## src/include/iefl_pkg.sv

```systemverilog
// Package of the interrupt enable and flag logic: register indices, bit positions, reset values.
// Assumes an APB slave with 32-bit data; byte address is four times a register index.
package iefl_pkg;

    localparam int          ADDR_W           = 12;
    localparam int          DATA_W           = 32;
    localparam int          REG_W            = 8;
    localparam int          IDX_W            = 10;
    localparam int          PORTB_W          = 4;
    localparam int          CORE_EVT_W       = 3;
    localparam int          SYNC_STAGES      = 2;

    // Register indices
    localparam logic [9:0]  IDX_MAIN_CTRL_B0 = 10'h00B;
    localparam logic [9:0]  IDX_MAIN_CTRL_B1 = 10'h08B;
    localparam logic [9:0]  IDX_PERIPH_FLAG  = 10'h00C;
    localparam logic [9:0]  IDX_PERIPH_EN    = 10'h08C;
    localparam logic [9:0]  IDX_IRQ_STATUS   = 10'h040;
    localparam logic [9:0]  IDX_IRQ_CLEAR    = 10'h041;
    localparam logic [9:0]  IDX_IRQ_ENABLE   = 10'h042;
    localparam logic [9:0]  IDX_EDGE_CTRL    = 10'h043;

    // Main control bit positions
    localparam int          GLOBAL_EN_BIT    = 7;
    localparam int          PERIPH_EN_BIT    = 6;
    localparam int          TIMER0_COUNT_EN_BIT      = 5;
    localparam int          EXT_EN_BIT       = 4;
    localparam int          PORTB_EN_BIT     = 3;
    localparam int          TIMER0_COUNT_FLAG_BIT    = 2;
    localparam int          EXT_FLAG_BIT     = 1;
    localparam int          PORTB_FLAG_BIT   = 0;

    // Peripheral enable and flag bit positions
    localparam int          ADC_BIT          = 6;
    localparam int          SERIAL_BIT       = 3;
    localparam int          CAPCMP_BIT       = 2;
    localparam int          TMR2_BIT         = 1;
    localparam int          TMR1_BIT         = 0;
    localparam logic [7:0]  PERIPH_IMPL_MASK = 8'h4F;

    // Edge control bit position
    localparam int          EDGE_SEL_BIT     = 0;

    // Reset values
    localparam logic [7:0]  MAIN_CTRL_RST    = 8'h00;
    localparam logic [7:0]  PERIPH_EN_RST    = 8'h00;
    localparam logic [7:0]  PERIPH_FLAG_RST  = 8'h00;
    localparam logic [7:0]  IRQ_STATUS_RST   = 8'h00;
    localparam logic [7:0]  IRQ_ENABLE_RST   = 8'h00;
    localparam logic [7:0]  EDGE_CTRL_RST    = 8'h01;
    localparam logic [31:0] RDATA_RST        = 32'h0000_0000;

endpackage : iefl_pkg

```

## src/iefl_pin_sync.sv

```systemverilog
// Two-flop synchroniser for a group of pin inputs.
// Assumes pins are asynchronous to ref_clk; only the second stage may be read.
`timescale 1ns/1ps
module iefl_pin_sync #(
    parameter int W = 1
) (
    input  wire logic         ref_clk,
    input  wire logic         rst_n,
    input  wire logic [W-1:0] pinIn,
    output logic      [W-1:0] pinSync
);

    logic [W-1:0] meta_r;
    logic [W-1:0] sync_r;

    always_ff @(posedge ref_clk) begin
        if (!rst_n) begin
            meta_r <= '0;
            sync_r <= '0;
        end else begin
            meta_r <= pinIn;
            sync_r <= meta_r;
        end
    end

    assign pinSync = sync_r;

endmodule : iefl_pin_sync

```

## src/iefl_edge_detect.sv

```systemverilog
// Edge detector for the external interrupt pin and change detector for the port pins.
// Assumes synchronised inputs; edges count only once the synchroniser holds real pin levels.
`timescale 1ns/1ps
module iefl_edge_detect (
    input  wire logic                          ref_clk,
    input  wire logic                          rst_n,
    input  wire logic                          extPin,
    input  wire logic [iefl_pkg::PORTB_W-1:0]  portbPins,
    input  wire logic                          extEdgeSelect,
    output logic                               extEdge,
    output logic                               portbChange
);

    logic [2:0]                   primed_r;
    logic                         extPrev_r;
    logic [iefl_pkg::PORTB_W-1:0] portbPrev_r;
    wire                          extRise = extPin & ~extPrev_r;
    wire                          extFall = ~extPin & extPrev_r;

    always_ff @(posedge ref_clk) begin
        if (!rst_n) begin
            primed_r    <= 3'h0;
            extPrev_r   <= 1'b0;
            portbPrev_r <= '0;
        end else begin
            primed_r    <= {primed_r[1:0], 1'b1};
            extPrev_r   <= extPin;
            portbPrev_r <= portbPins;
        end
    end

    // Edge polarity chosen by the edge select bit
    // History trusted only after the synchroniser has flushed its reset zeros
    assign extEdge     = primed_r[2] & (extEdgeSelect ? extRise : extFall);
    assign portbChange = primed_r[2] & (|(portbPins ^ portbPrev_r));
endmodule : iefl_edge_detect

```

## src/iefl_irq_ctrl.sv

```systemverilog
// Interrupt enable and flag logic with APB register access and core request output.
// Assumes event inputs are one-cycle pulses on ref_clk; pins are asynchronous.
//
// How it works
// - Global enable clear blocks coreIrqReq but not irqOut; set lets unmasked sources through.
// - Peripheral group enable gates all peripheral sources onward to coreIrqReq, not to irqOut.
// - A peripheral source never raises coreIrqReq while the group enable is clear.
// - Timer 0 enable bit gates the timer 0 overflow interrupt.
// - An external pin edge sets the external pin flag.
// - Any change on the four upper port pins sets the port change flag.
// - Core and peripheral flags hold until software writes zero; status bits hold until a one is written to the clear register.
// - Flags set whatever the enables say.
// - Main control register answers at two aliased addresses.
// - Peripheral enable register holds five enables at bits 6,3,2,1,0.
// - Unimplemented peripheral enable bits read zero and ignore writes.
// - Peripheral flag register pairs each flag with the same enable position.
// - Main control register resets to zero.
// - Peripheral flags at bits 6,3,2,1,0; other bits read zero.
// - External pin triggers on rising edge when select is one, else falling.
`timescale 1ns/1ps
module iefl_irq_ctrl (
    input  wire logic                          ref_clk,
    input  wire logic                          rst_n,
    input  wire logic                          psel,
    input  wire logic                          penable,
    input  wire logic                          pwrite,
    input  wire logic [iefl_pkg::ADDR_W-1:0]   paddr,
    input  wire logic [iefl_pkg::DATA_W-1:0]   pwdata,
    output logic      [iefl_pkg::DATA_W-1:0]   prdata,
    output logic                               pready,
    output logic                               pslverr,
    input  wire logic                          extIrqPin,
    input  wire logic [iefl_pkg::PORTB_W-1:0]  portbUpperPins,
    input  wire logic                          timer0Ovf,
    input  wire logic [iefl_pkg::REG_W-1:0]    periphEvt,
    output logic                               coreIrqReq,
    output logic                               irqOut
);

    logic [7:0]  mainCtrl_r;
    logic [7:0]  mainCtrl_nxt;
    logic [7:0]  periphEn_r;
    logic [7:0]  periphEn_nxt;
    logic [7:0]  periphFlag_r;
    logic [7:0]  periphFlag_nxt;
    logic [7:0]  irqStatus_r;
    logic [7:0]  irqStatus_nxt;
    logic [7:0]  irqEnable_r;
    logic [7:0]  edgeCtrl_r;
    logic [31:0] prdata_r;
    logic        coreIrqReq_r;
    logic        irqOut_r;

    logic                         extSync;
    logic [iefl_pkg::PORTB_W-1:0] portbSync;
    logic                         extEdge;
    logic                         portbChange;

    function automatic logic idxHit(input logic [9:0] idx, input logic [9:0] target);
        idxHit = (idx == target);
    endfunction : idxHit

    // Pin synchronisers and edge detection
    iefl_pin_sync #(.W(1)) uExtSync (
        .ref_clk (ref_clk),
        .rst_n   (rst_n),
        .pinIn   (extIrqPin),
        .pinSync (extSync)
    );

    iefl_pin_sync #(.W(iefl_pkg::PORTB_W)) uPortbSync (
        .ref_clk (ref_clk),
        .rst_n   (rst_n),
        .pinIn   (portbUpperPins),
        .pinSync (portbSync)
    );

    iefl_edge_detect uEdge (
        .ref_clk       (ref_clk),
        .rst_n         (rst_n),
        .extPin        (extSync),
        .portbPins     (portbSync),
        .extEdgeSelect (edgeCtrl_r[iefl_pkg::EDGE_SEL_BIT]),
        .extEdge       (extEdge),
        .portbChange   (portbChange)
    );

    // Address decode
    wire [9:0] regIdx     = paddr[11:2];
    wire       apbSetup   = psel & ~penable;
    wire       apbWrite   = psel & penable & pwrite;
    wire [7:0] wrByte     = pwdata[7:0];
    wire       hitMain    = idxHit(regIdx, iefl_pkg::IDX_MAIN_CTRL_B0)
                          | idxHit(regIdx, iefl_pkg::IDX_MAIN_CTRL_B1);
    wire       hitPEn     = idxHit(regIdx, iefl_pkg::IDX_PERIPH_EN);
    wire       hitPFlag   = idxHit(regIdx, iefl_pkg::IDX_PERIPH_FLAG);
    wire       hitStatus  = idxHit(regIdx, iefl_pkg::IDX_IRQ_STATUS);
    wire       hitClear   = idxHit(regIdx, iefl_pkg::IDX_IRQ_CLEAR);
    wire       hitIrqEn   = idxHit(regIdx, iefl_pkg::IDX_IRQ_ENABLE);
    wire       hitEdge    = idxHit(regIdx, iefl_pkg::IDX_EDGE_CTRL);
    wire       hitAny     = hitMain | hitPEn | hitPFlag | hitStatus | hitClear
                          | hitIrqEn | hitEdge;
    wire       wrMain     = apbWrite & hitMain;
    wire       wrPEn      = apbWrite & hitPEn;
    wire       wrPFlag    = apbWrite & hitPFlag;
    wire       wrClear    = apbWrite & hitClear;
    wire       wrIrqEn    = apbWrite & hitIrqEn;
    wire       wrEdge     = apbWrite & hitEdge;

    // Event vectors
    wire [2:0] coreEvt    = {timer0Ovf, extEdge, portbChange};
    wire [7:0] periphImp  = periphEvt & iefl_pkg::PERIPH_IMPL_MASK;
    wire [7:0] allEvt     = {periphImp[iefl_pkg::ADC_BIT], periphImp[3:0], coreEvt};

    // Register next values; events win over a same-cycle clear
    wire [7:0] mainBase   = wrMain ? wrByte : mainCtrl_r;
    assign mainCtrl_nxt   = mainBase | {5'h00, coreEvt};
    wire [7:0] pEnBase    = wrPEn ? wrByte : periphEn_r;
    assign periphEn_nxt   = pEnBase & iefl_pkg::PERIPH_IMPL_MASK;
    wire [7:0] pFlagBase  = wrPFlag ? wrByte : periphFlag_r;
    assign periphFlag_nxt = (pFlagBase | periphImp) & iefl_pkg::PERIPH_IMPL_MASK;
    wire [7:0] clrMask    = wrClear ? wrByte : 8'h00;
    assign irqStatus_nxt  = (irqStatus_r & ~clrMask) | allEvt;

    // Request combination
    wire [2:0] coreEnBits = mainCtrl_r[iefl_pkg::TIMER0_COUNT_EN_BIT:iefl_pkg::PORTB_EN_BIT];
    wire [2:0] coreFlags  = mainCtrl_r[iefl_pkg::TIMER0_COUNT_FLAG_BIT:iefl_pkg::PORTB_FLAG_BIT];
    wire       coreGrp    = |(coreEnBits & coreFlags);
    wire       periphGrp  = mainCtrl_r[iefl_pkg::PERIPH_EN_BIT]
                          & (|(periphEn_r & periphFlag_r));
    wire       reqNxt     = mainCtrl_r[iefl_pkg::GLOBAL_EN_BIT] & (coreGrp | periphGrp);

    // Read mux
    wire [7:0] rdByte     = hitMain   ? mainCtrl_r   :
                            hitPEn    ? periphEn_r   :
                            hitPFlag  ? periphFlag_r :
                            hitStatus ? irqStatus_r  :
                            hitIrqEn  ? irqEnable_r  :
                            hitEdge   ? edgeCtrl_r   : 8'h00;

    always_ff @(posedge ref_clk) begin
        if (!rst_n) begin
            mainCtrl_r   <= iefl_pkg::MAIN_CTRL_RST;
            periphEn_r   <= iefl_pkg::PERIPH_EN_RST;
            periphFlag_r <= iefl_pkg::PERIPH_FLAG_RST;
            irqStatus_r  <= iefl_pkg::IRQ_STATUS_RST;
        end else begin
            mainCtrl_r   <= mainCtrl_nxt;
            periphEn_r   <= periphEn_nxt;
            periphFlag_r <= periphFlag_nxt;
            irqStatus_r  <= irqStatus_nxt;
        end
    end

    always_ff @(posedge ref_clk) begin
        if (!rst_n) begin
            irqEnable_r <= iefl_pkg::IRQ_ENABLE_RST;
            edgeCtrl_r  <= iefl_pkg::EDGE_CTRL_RST;
        end else begin
            if (wrIrqEn) begin
                irqEnable_r <= wrByte;
            end
            if (wrEdge) begin
                edgeCtrl_r <= {7'h00, wrByte[iefl_pkg::EDGE_SEL_BIT]};
            end
        end
    end

    // Read data captured in the setup cycle, clear register reads zero
    always_ff @(posedge ref_clk) begin
        if (!rst_n) begin
            prdata_r <= iefl_pkg::RDATA_RST;
        end else if (apbSetup) begin
            prdata_r <= {24'h00_0000, (hitClear ? 8'h00 : rdByte)};
        end
    end

    always_ff @(posedge ref_clk) begin
        if (!rst_n) begin
            coreIrqReq_r <= 1'b0;
            irqOut_r     <= 1'b0;
        end else begin
            coreIrqReq_r <= reqNxt;
            irqOut_r     <= |(irqStatus_r & irqEnable_r);
        end
    end

    assign prdata     = prdata_r;
    assign pready     = 1'b1;
    assign pslverr    = psel & penable & ~hitAny;
    assign coreIrqReq = coreIrqReq_r;
    assign irqOut     = irqOut_r;
endmodule : iefl_irq_ctrl

```

## config.mk

```make
export PLATFORM = sky130hd
export DESIGN_NAME = iefl_irq_ctrl
export DESIGN_NICKNAME = d
export VERILOG_FILES = /design/src/include/iefl_pkg.sv /design/src/iefl_pin_sync.sv /design/src/iefl_edge_detect.sv /design/src/iefl_irq_ctrl.sv
export SDC_FILE = /design/constraint.sdc
export NUM_CORES = 1
export LEC_CHECK = 0
export BUFFER_PORTS_ARGS = -buffer_cell sky130_fd_sc_hd__buf_2
export CAP_MARGIN = 20
export CORE_ASPECT_RATIO = 0.6
export CORE_MARGIN = 8
export CORE_UTILIZATION = 45
export CTS_CLUSTER_DIAMETER = 200
export CTS_CLUSTER_SIZE = 8
export DETAILED_ROUTE_END_ITERATION = 12
export GPL_ROUTABILITY_DRIVEN = 0
export MAX_ROUTING_LAYER = met4
export PLACE_DENSITY_LB_ADDON = 0.15
export SLEW_MARGIN = 25
export SYNTH_ARGS = -nofsm -noshare
export SYNTH_HDL_FRONTEND = slang
export SYNTH_HIERARCHICAL = 1
export SYNTH_SLANG_ARGS = --single-unit
```

## constraint.sdc

```tcl
create_clock -name ref_clk -period 2.1 [get_ports ref_clk]
set_input_delay 0.42 -clock ref_clk [delete_from_list [all_inputs] [get_ports ref_clk]]
set_output_delay 0.42 -clock ref_clk [all_outputs]
set_load 0.02 [all_outputs]
```

### After elaboration in Yosys (flattened, before gate mapping)

Cells that the tools add are included.

* register bits: 63

* equal/unequal tests: 8
* multiplexer cells: 12
* bitwise operators: 37
* reduce and logical (&&, ||, !) cells: 4

Operator list (number)
* $mux 8: 8
* $eq 10x7->1 const B: 4
* $eq 10x4->1 const B: 2
* $eq 10x8->1 const B: 2
* $and 1x1->1: 16
* $and 8x8->8: 2
* $reduce_or 8->1: 2
* $not 8->8: 1
* $or 1x1->1: 8
* $or 8x3->8: 1
* $or 8x8->8: 1
* $and 7x7->7: 1
* $mux 7: 1
* $or 7x7->7: 1
* $not 1->1: 4
* $reduce_or 4->1: 1
* $xor 4x4->4: 1
* $and 3x3->3: 1
* $mux 1: 3
* $reduce_or 3->1: 1

### Logic depth before layout (Yosys ltp)

Gate-level depths: netlist of run 1.

* depth in word-level cells: 10
* mapped depth: 6
* mapped depth without buffers: 4

### By module

The synthesis of run 1 kept the hierarchy.

By module, submodules not included
* iefl_irq_ctrl: instances 1, cells each 260, area an instance 2333.5 µm², seq. area each 900.9 µm²
* iefl_edge_detect: instances 1, cells each 23, area an instance 274.0 µm², seq. area each 160.2 µm²
* iefl_pin_sync (uPortbSync): instances 1, cells each 16, area an instance 210.2 µm², seq. area each 160.2 µm²
* iefl_pin_sync (uExtSync): instances 1, cells each 4, area an instance 52.6 µm², seq. area each 40.0 µm²

### Least setup slack after synthesis of run 1

OpenSTA, ideal clock, no wires.

* kind: in2reg
* start point: input paddr[9] (netlist name)
* end point: register prdata_r[3], in the netlist prdata[3]
* arrival time: 2.000 ns
* required time: 1.983 ns
* slack: -0.017 ns
* stages on the path: 5
* path buffers: 1
* cells stage by stage: buf_2 > or4b_4 > or4_1 > and3_1 > a32o_1

* word-level cells in the longest chain between the ends: 7

RTL lines
* start, declared: line iefl_irq_ctrl.sv:27 `input wire logic [iefl_pkg::ADDR_W-1:0] paddr,`
* $eq 10x7->1: line iefl_irq_ctrl.sv:60 `idxHit = (idx == target);`
* $mux 8: line iefl_irq_ctrl.sv:138 `hitIrqEn ? irqEnable_r :`
* $mux 8: line iefl_irq_ctrl.sv:137 `hitStatus ? irqStatus_r :`
* $mux 8: line iefl_irq_ctrl.sv:136 `hitPFlag ? periphFlag_r :`
* $mux 8: line iefl_irq_ctrl.sv:135 `hitPEn ? periphEn_r :`
* $mux 8: line iefl_irq_ctrl.sv:134 `wire [7:0] rdByte = hitMain ? mainCtrl_r :`
* $mux 8 (*): line iefl_irq_ctrl.sv:174 `prdata_r <= {24'h00_0000, (hitClear ? 8'h00 : rdByte)};`
* end signal, assigned: line iefl_irq_ctrl.sv:172 `prdata_r <= iefl_pkg::RDATA_RST;`
* end signal, assigned: line iefl_irq_ctrl.sv:174
* end, declared: line iefl_irq_ctrl.sv:50 `logic [31:0] prdata_r;`

Every way passes the cells marked *; elsewhere a longest branch is shown, timed or not.
A chain may end at the register's enable or synchronous reset.

### Final worst setup path of run 1

* start point: input paddr[7] (netlist name)
* end point: output pslverr

* word-level cells in the longest chain between the ends: 10

RTL lines
* $eq 10x4->1 / $eq 10x8->1 (equally long branches): line iefl_irq_ctrl.sv:60
* $or 1x1->1: line iefl_irq_ctrl.sv:94 `| idxHit(regIdx, iefl_pkg::IDX_MAIN_CTRL_B1);`
* $or 1x1->1 (4 in a row): line iefl_irq_ctrl.sv:101 `wire hitAny = hitMain | hitPEn | hitPFlag | hitStatus | hitClear`
* $or 1x1->1: line iefl_irq_ctrl.sv:102 `| hitIrqEn | hitEdge;`
* $or 1x1->1 (*): line iefl_irq_ctrl.sv:102
* $not 1->1 (*): line iefl_irq_ctrl.sv:190 `assign pslverr = psel & penable & ~hitAny;`
* $and 1x1->1 (*): line iefl_irq_ctrl.sv:190
* end, declared: line iefl_irq_ctrl.sv:31 `output logic pslverr,`

Marked as above.

==> results.py, run 1 <==
metrics = {
    "run_status": {
        "outcome": "complete, no violations",
    },
    "detailed_routing": {
        "avgRoutedWirePerCell_um": 15.9,
        "dr_total_vias": 2229,
        "drt_iter0_drc": 151,
        "post-route-drc-count": 0,
        "via_per_inst": 4.93,
        "wirelength_um": 7200,
        "first_pass_iters": 4,
        "ant_nets": 0,
    },
    "synth": {
        "yosys.area_share.simple": 0.175,
        "netlist.area_leader.share": 0.439,
        "synth_top_family_by_area": "simple AND/OR/NAND/NOR gates",
        "ys_seq_area_frac": 0.439,
        "synthXorXnorAreaFrac": 0.0122,
        "synth_edf_count": 0,
        "synth.most_common_cell": "dfxtp_1",
        "synthesis.area_mm2": 0.00287,
        "synth_fa_ha_area_frac": 0,
        "syn_area_per_cell_um2": 9.47,
        "synth_top_area_cell": "dfxtp_1",
        "ys_types": 48,
        "async_reset_ff_frac": 0,
        "yosysWarnings": 6,
        "synth_mux_area_frac": 0.129,
        "ys.flop_type": "dfxtp_1",
        "yosys-top-cells-area": "dfxtp_1 (44%), mux2i_1 (13%), buf_4 (6.5%)",
        "ys_ff_latch": 63,
        "synth_compound_area_frac": 0.140,
        "netlist_top_cells_count": "dfxtp_1 (63), mux2i_1 (36), nor2_1 (28), buf_4 (25), and2_1 (17)",
        "synthCells": 303,
    },
    "min_path": {
        "holdPathStages": 2,
        "min_from": "extIrqPin",
        "min_path_type": "input port to flip-flop",
        "holdPathEnd": "uExtSync/meta_r$_SDFF_PN0_",
    },
    "clock_network": {
        "clock_tree.buffer_depth": 2,
        "path_clk_slew_ps": 70,
        "post-cts-setup-buffer-count": 0,
        "postCtsHoldBufs": 0,
        "cts_tree": "built",
        "cts_sinks": 63,
        "cts-buffers-inserted": 9,
        "clockRootBuffer": "clkbuf_8",
        "htree_levels": 3,
        "clkLatencyLatePin_ps": 350,
    },
    "power_and_ir_drop": {
        "share_comb_of_total_power": 0.082,
        "p_int_mw": 2.01,
        "clkPwrFrac": 0.449,
        "p_per_area_mw_per_mm2": 772,
        "cellLeakagePower_nw": 1.52,
        "vdd_drop_max_mv": 0.384,
        "switching_share": 0.245,
        "pwr-share-seq": 0.469,
        "p_sw_mw": 0.654,
    },
    "place": {
        "dp.cells": 436,
        "place_ws_ps": -102,
        "port_buffers": 44,
        "hpwl_um": 5650,
    },
    "floorplanning": {
        "initial_utilization": 0.468,
        "die_h_um": 77.9,
        "core-area_mm2": 0.00614,
        "die_w_um": 119,
        "die_area_mm2": 0.00927,
        "pin_count": 99,
        "core.rowCount": 22,
    },
    "setup_path": {
        "r2r_slack_ps": 730,
        "cp-start-kind": "input port",
        "timing.rr.end": "mainCtrl_r[1]$_SDFF_PN0_",
        "reg2reg_depth": 4,
        "worstReg2RegStart": "edgeCtrl_r[0]$_SDFFE_PN1P_",
        "arrival_ps": 1640,
        "cp-end-kind": "primary output",
        "crit_fanout": 7,
        "worst_ep_required_time_ps": 1680,
        "worstSetupPathType": "input port to primary output",
    },
    "sta": {
        "fin_skew_ps": 8.86,
        "fin_crit_sh": 0.981,
        "timing.fmax_ghz": 0.485,
        "rsz0062_at_grt": "no",
        "min_period_ps": 2060,
        "setup_slack_ps": 39.0,
        "slew_violations": 0,
        "finalSetupViolCount": 0,
        "hold_viol_final": 0,
    },
    "global_routing": {
        "grt_pass1_vias": 2218,
        "overflow": 0,
        "antenna_found_initial": 0,
        "grt_pass1_wl_um": 11600,
        "grt_use_total": 0.164,
        "grt_max_degree": 21,
    },
    "run": {
        "maxCapViolations": 0,
    },
    "finish": {
        "drive_above_1_share": 0.245,
        "stdcell_count": 452,
        "fill_cells": 596,
        "area_growth_syn_to_layout_pct": 20.3,
        "final_nets": 426,
        "antenna_cells": 0,
    },
}
==> critical path, stage by stage <==
cell and delay (ps):
buf_2 90, or4_4 590, a211oi_2 280, nor3_1 90, buf_2 170
==> logic make-up (layout without fill, tap and decap cells) <==
| group | after synthesis | count (layout) |
|---|---|---|
| compound gates | 60 | 60 |
| xor+xnor | 4 | 4 |
| buf+inv | 49 | 91 |
| flops | 63 | 63 |
| mux | 37 | 37 |
| other cells | 2 | 25 |
| simple gates | 88 | 88 |
==> worst max path at each step <==
| stage | start | end | slack, ps |
|---|---|---|---|
| final | paddr[7] | pslverr | 40 |
| after CTS | paddr[7] | pslverr | 30 |
| after detailed placement | paddr[7] | mainCtrl_r[7]$_SDFFE_PN0N_ | -100 |
| after global placement | paddr[7] | prdata[3]$_SDFFE_PN0P_ | -90 |
| after floorplan | paddr[7] | periphEn_r[6]$_SDFFE_PN0P_ | 10 |
| after global routing | paddr[7] | pslverr | 6 |
==> flip-flops by register name, summed over array words and instances (netlist names) <==
signal              cells
edgeCtrl_r              1
irqEnable_r             8
uEdge/primed_r          3
prdata                  8
irqStatus_r             8
uEdge/portbPrev_r       4
periphEn_r              5
mainCtrl_r              8
uExtSync/meta_r         1
coreIrqReq              1
uPortbSync/pinSync      4
irqOut                  1
uPortbSync/meta_r       4
periphFlag_r            5
uExtSync/pinSync        1
uEdge/extPrev_r         1
==> routing by layer <==
metal	part of all wire	track usage	vias up
met5	0	-	-
met4	0.0085	0.0627	0
met3	0.10	0.0549	8
met2	0.40	0.211	76
met1	0.49	0.226	1003
li1	-	-	1142
==> layout by cell type, fill, tap and decap left out, types with 4 or more instances in the layout <==
cell / synthesis / layout
a21oi_1: 8 / 8
a22oi_1: 5 / 5
a2bb2oi_1: 6 / 6
a31oi_1: 8 / 8
and2_1: 17 / 17
buf_2: 4 / 44
buf_4: 25 / 17
clkbuf_8: 0 / 10
conb_1: 2 / 25
dfxtp_1: 63 / 63
inv_1: 11 / 11
mux2i_1: 36 / 36
nand2_1: 12 / 12
nor2_1: 28 / 27
nor3_1: 6 / 6
o21ai_0: 16 / 16
xor2_1: 4 / 4
==> through the flow <==
stage / TNS (ps) / hold slack [ps] / util / area, µm² / power, mW
after floorplan: 0 / 412 / - / 2960 / 1.44
after global placement: -1550 / 415 / 0.523 / 3210 / 1.49
after detailed placement: -1800 / 418 / 0.523 / 3210 / 1.49
after CTS: 0 / 246 / 0.562 / 3450 / 2.70
after global routing: 0 / 259 / 0.563 / 3450 / 2.78
final: 0 / 269 / 0.563 / 3450 / 2.67
==> layout make-up <==
type / instances / area, µm² / share of cell area
clock inverter: 6 / 92.6 / 0.0268
tap: 84 / 105 / 0.0304
clock buffer: 10 / 138 / 0.0399
inverter: 11 / 41.3 / 0.0120
sequential: 63 / 1260 / 0.365
multi-input combinational: 214 / 1420 / 0.410
timing repair buffer: 64 / 399 / 0.116
==> timing repair <==
item,CTS,global route
setup endpoints to repair,1,1
gates resized for setup,2,1
gates cloned,0,0
==> power by group through the flow <==
stage               registers [mW]  logic, mW  clock network, mW
detailed placement            1.28      0.216                  0
global route                  1.25      0.240               1.29
floorplan                     1.27      0.168                  0
global placement              1.28      0.213                  0
finish                        1.25      0.220               1.20
CTS                           1.25      0.217               1.23
No activity file was read; power rests on OpenSTA's default activity.
==> inputs of run 2 (changes only) <==
==> constraint.sdc (replaced) <==
create_clock -name ref_clk -period 2.1 [get_ports ref_clk]
set_input_delay 0.105 -clock ref_clk [delete_from_list [all_inputs] [get_ports ref_clk]]
set_output_delay 0.105 -clock ref_clk [all_outputs]
set_load 0.02 [all_outputs]
==> results.py, run 2 (synthesis results as in run 1) <==
metrics = {
    "clock_network": {
        "clkLatencyLatePin_ps": 340,
        "cts_tree": "built",
        "cts_sinks": 63,
        "clockRootBuffer": "clkbuf_8",
        "cts-buffers-inserted": 9,
        "htree_levels": 3,
        "post-cts-setup-buffer-count": 0,
        "path_clk_slew_ps": 70,
        "clock_tree.buffer_depth": 2,
    },
    "floorplanning": {
        "core.rowCount": 22,
        "die_area_mm2": 0.00927,
        "die_h_um": 77.9,
        "initial_utilization": 0.468,
        "pin_count": 99,
        "core-area_mm2": 0.00614,
        "die_w_um": 119,
    },
    "detailed_routing": {
        "via_per_inst": 5.06,
        "wirelength_um": 7100,
        "first_pass_iters": 4,
        "dr_total_vias": 2277,
        "post-route-drc-count": 0,
        "ant_nets": 0,
        "drt_iter0_drc": 127,
        "avgRoutedWirePerCell_um": 15.8,
    },
    "global_routing": {
        "antenna_found_initial": 0,
        "grt_pass1_vias": 2200,
        "grt_use_total": 0.160,
        "grt_pass1_wl_um": 11400,
        "overflow": 0,
        "grt_max_degree": 29,
    },
    "place": {
        "dp.cells": 426,
        "port_buffers": 44,
        "place_ws_ps": 166,
        "placed_area_mm2": 0.00312,
        "hpwl_um": 5410,
    },
    "setup_path": {
        "cp-end-kind": "primary output",
        "reg2reg_depth": 4,
        "worst_ep_required_time_ps": 2000,
        "worstReg2RegStart": "uEdge/portbPrev_r[3]$_SDFF_PN0_",
        "r2r_slack_ps": 730,
        "critPathLaunch": "paddr[3]",
        "cp-start-kind": "input port",
        "timing.rr.end": "mainCtrl_r[0]$_SDFF_PN0_",
        "worstSetupPathType": "input port to primary output",
        "arrival_ps": 1600,
        "crit_path_end": "pslverr",
        "crit_fanout": 14,
    },
    "power_and_ir_drop": {
        "p_int_mw": 1.86,
        "clkPwrFrac": 0.414,
        "share_comb_of_total_power": 0.088,
        "p_sw_mw": 0.657,
        "pwr-share-seq": 0.498,
        "cellLeakagePower_nw": 1.48,
        "p_per_area_mw_per_mm2": 739,
        "report.power.total_mw": 2.51,
        "switching_share": 0.262,
        "vdd_drop_max_mv": 0.510,
    },
    "sta": {
        "timing.fmax_ghz": 0.586,
        "fin_crit_sh": 0.812,
        "holdWs_ps": 30.7,
        "min_period_ps": 1710,
        "finalSetupViolCount": 0,
        "fin_tns_setup_ps": 0,
        "slew_violations": 0,
        "setup_slack_ps": 394,
        "rsz0062_at_grt": "no",
        "fin_skew_ps": 10.1,
        "hold_viol_final": 0,
    },
    "finish": {
        "antenna_cells": 0,
        "seq_area_mm2": 0.00126,
        "drive_above_1_share": 0.210,
        "multi_input_area_mm2": 0.00141,
        "fill_cells": 582,
        "final_nets": 424,
        "design_area_mm2": 0.00340,
        "layout_commonest_cell": "dfxtp_1",
        "fin_util": 0.554,
        "area_growth_syn_to_layout_pct": 18.4,
        "stdcell_count": 450,
        "layout_common_cells": "dfxtp_1 (63), buf_2 (44), mux2i_1 (36)",
    },
    "min_path": {
        "min_path_type": "input port to flip-flop",
    },
    "run": {
        "maxCapViolations": 0,
    },
    "run_status": {
        "outcome": "complete, no violations",
    },
}
-- run 2: final cells by class --
| cell class | count | area share |
|---|---|---|
| well taps | 84 | 0.0309 |
| repair buffers | 62 | 0.114 |
| clock buffers | 9 | 0.0365 |
| clock inverters | 7 | 0.0217 |
| multi-input cells | 214 | 0.413 |
| inverters | 11 | 0.0122 |
| flip-flops and latches | 63 | 0.371 |
-- run 2: worst min-delay path by stage --
stage	startpoint	end	slack (ps)	depth (start not counted)
3_5_place_dp	portbUpperPins[2]	uPortbSync/meta_r[2]$_SDFF_PN0_	310	2
5_1_grt	pwdata[6]	irqStatus_r[6]$_SDFF_PN0_	20	2
4_1_cts	pwdata[6]	irqStatus_r[6]$_SDFF_PN0_	20	2
2_1_floorplan	rst_n	uEdge/primed_r[0]$_DFF_P_	130	0
3_3_place_gp	extIrqPin	uExtSync/meta_r$_SDFF_PN0_	310	2
6_report	pwdata[6]	irqStatus_r[6]$_SDFF_PN0_	30	2
-- run 2: power groups by stage --
stage / Sequential [mW] / Clock, mW / Combinational [mW]
final: 1.25 / 1.04 / 0.221
after global routing: 1.25 / 1.11 / 0.242
after CTS: 1.25 / 1.06 / 0.219
after detailed placement: 1.28 / 0 / 0.207
after global placement: 1.28 / 0 / 0.204
after floorplan: 1.27 / 0 / 0.168
-- run 2: critical path: stages --
cell and delay (ps):
buf_2 210, or3b_2 600, a211oi_1 400, nor3_1 110, buf_2 170
-- run 2: what timing repair did --
action                                  in CTS  in global routing
hold endpoints to repair                     8                  0
gates resized for setup                      0                  0
hold buffers                                 8                  0
endpoints found under the setup margin       0                  0
-- run 2: metal layers --
layer,vias up,part of all wire,GRT usage
met5,-,0,-
li1,1135,-,-
met3,6,0.078,0.0506
met1,1067,0.52,0.218
met4,0,0.0059,0.0590
met2,69,0.40,0.213
==> inputs of run 3 (changes only) <==
==> constraint.sdc (replaced) <==
create_clock -name ref_clk -period 1.47 [get_ports ref_clk]
set_input_delay 0.0735 -clock ref_clk [delete_from_list [all_inputs] [get_ports ref_clk]]
set_output_delay 0.0735 -clock ref_clk [all_outputs]
set_load 0.02 [all_outputs]
==> results.py, run 3 (synthesis results as in run 1) <==
metrics = {
    "clock_network": {
        "post-cts-setup-buffer-count": 0,
        "cts-buffers-inserted": 9,
        "clock_tree.buffer_depth": 2,
        "clockRootBuffer": "clkbuf_8",
        "clkLatencyLatePin_ps": 340,
        "cts_tree": "built",
        "path_clk_slew_ps": 70,
        "htree_levels": 3,
        "cts_sinks": 63,
    },
    "sta": {
        "fin_skew_ps": 6.36,
        "finalSetupViolCount": 0,
        "fin_crit_sh": 0.988,
        "rsz0062_at_grt": "yes",
        "min_period_ps": 1450,
        "slew_violations": 0,
        "hold_viol_final": 0,
        "setup_slack_ps": 17.6,
        "timing.fmax_ghz": 0.689,
    },
    "detailed_routing": {
        "route.met2.wl_um": 3040,
        "drt_iter0_drc": 182,
        "via_per_inst": 4.96,
        "top_layer": "met4",
        "wirelength_um": 7440,
        "route.layer.met1.wl_um": 3710,
        "avgRoutedWirePerCell_um": 15.9,
        "ant_nets": 0,
        "post-route-drc-count": 0,
        "dr_total_vias": 2319,
        "dr_wl_met3_um": 639,
        "first_pass_iters": 4,
    },
    "min_path": {
        "holdPathStages": 3,
        "min_path_type": "input port to flip-flop",
    },
    "setup_path": {
        "worstSetupPathType": "input port to flip-flop",
        "reg2reg_depth": 4,
        "cp-end-kind": "flip-flop",
        "crit_fanout": 4,
        "arrival_ps": 1680,
        "r2r_slack_ps": 130,
        "worst_ep_required_time_ps": 1700,
        "cp-start-kind": "input port",
    },
    "global_routing": {
        "grt_pass1_wl_um": 11600,
        "overflow": 0,
        "grt_pass1_vias": 2196,
        "grt_use_total": 0.165,
        "antenna_found_initial": 0,
        "grt_max_degree": 28,
    },
    "floorplanning": {
        "die_area_mm2": 0.00927,
        "core-area_mm2": 0.00614,
        "initial_utilization": 0.468,
        "pin_count": 99,
        "die_h_um": 77.9,
        "core.rowCount": 22,
        "die_w_um": 119,
    },
    "power_and_ir_drop": {
        "p_per_area_mw_per_mm2": 968,
        "vdd_drop_max_mv": 0.659,
        "cellLeakagePower_nw": 1.57,
        "report.power.total_mw": 3.47,
    },
    "run": {
        "maxCapViolations": 0,
    },
    "finish": {
        "layout_commonest_cell": "dfxtp_1",
        "area_growth_syn_to_layout_pct": 24.9,
        "design_area_mm2": 0.00359,
        "stdcell_count": 468,
        "final_nets": 442,
        "layout_common_cells": "dfxtp_1 (63), buf_2 (42), mux2i_1 (36)",
        "drive_above_1_share": 0.250,
        "antenna_cells": 0,
    },
    "place": {
        "place_ws_ps": -331,
        "dp.cells": 440,
        "placed_area_mm2": 0.00325,
        "port_buffers": 44,
        "hpwl_um": 5680,
    },
    "run_status": {
        "outcome": "complete, no violations",
    },
}
## run 3: cell count changes in the layout (fill, tap and decap cells not counted), moves of 3 or more
cell / previous run / this run
buf_4: 9 / 20
buf_6: 0 / 5
dlygate4sd3_1: 8 / 12
o21ai_0: 16 / 13
o21ai_1: 0 / 3
## run 3: layout make-up
type,instances,area (µm²)
Fill cell,580,2550
Multi-Input combinational cell,214,1450
Sequential cell,63,1260
Timing Repair Buffer,80,557
Clock buffer,11,141
Tap cell,84,105
Inverter,11,41.3
Clock inverter,5,33.8
## run 3: power breakdown
group | internal, mW | total (mW) | switching (mW) | leakage, nW
clock network | 0.654 | 1.33 | 0.671 | 0.0853
logic | 0.146 | 0.359 | 0.213 | 0.973
registers | 1.75 | 1.79 | 0.0334 | 0.515
## run 3: per-stage QoR
stage / hold WS [ps] / setup TNS [ps] / utilization
final: 20.0 / 0 / 0.584
after global routing: 19.7 / -4.54 / 0.584
after CTS: 0.445 / 0 / 0.577
after detailed placement: 278 / -12480 / 0.529
after global placement: 275 / -11870 / 0.529
after floorplan: 101 / -5670 / -
## run 3: routing by layer
layer	up-vias	global-route usage
met5	-	-
met4	0	0.0489
met3	7	0.0520
met2	72	0.223
met1	1064	0.226
li1	1176	-
## run 3: timing repair
| item | CTS | global route |
|---|---|---|
| endpoints found under the hold margin | 11 | 1 |
| pin swaps | 0 | 3 |
| setup endpoints to repair | 1 | 17 |
| hold buffers | 11 | 1 |
| resized for setup | 2 | 8 |
| gates cloned | 0 | 0 |
## run 3: worst paths after layout
check,start,to
min reg2reg,uEdge/primed_r[1]$_SDFF_PN0_,uEdge/primed_r[2]$_SDFF_PN0_
min,periphEvt[1],periphFlag_r[1]$_SDFF_PN0_
max reg2reg,uEdge/portbPrev_r[3]$_SDFF_PN0_,mainCtrl_r[0]$_SDFF_PN0_
max,paddr[10],prdata[3]$_SDFFE_PN0P_
## run 3: critical path, cell delays in order
cell and delay, ps:
buf_6 90, or4_4 560, or4_4 530, and3_4 190, a32o_1 240
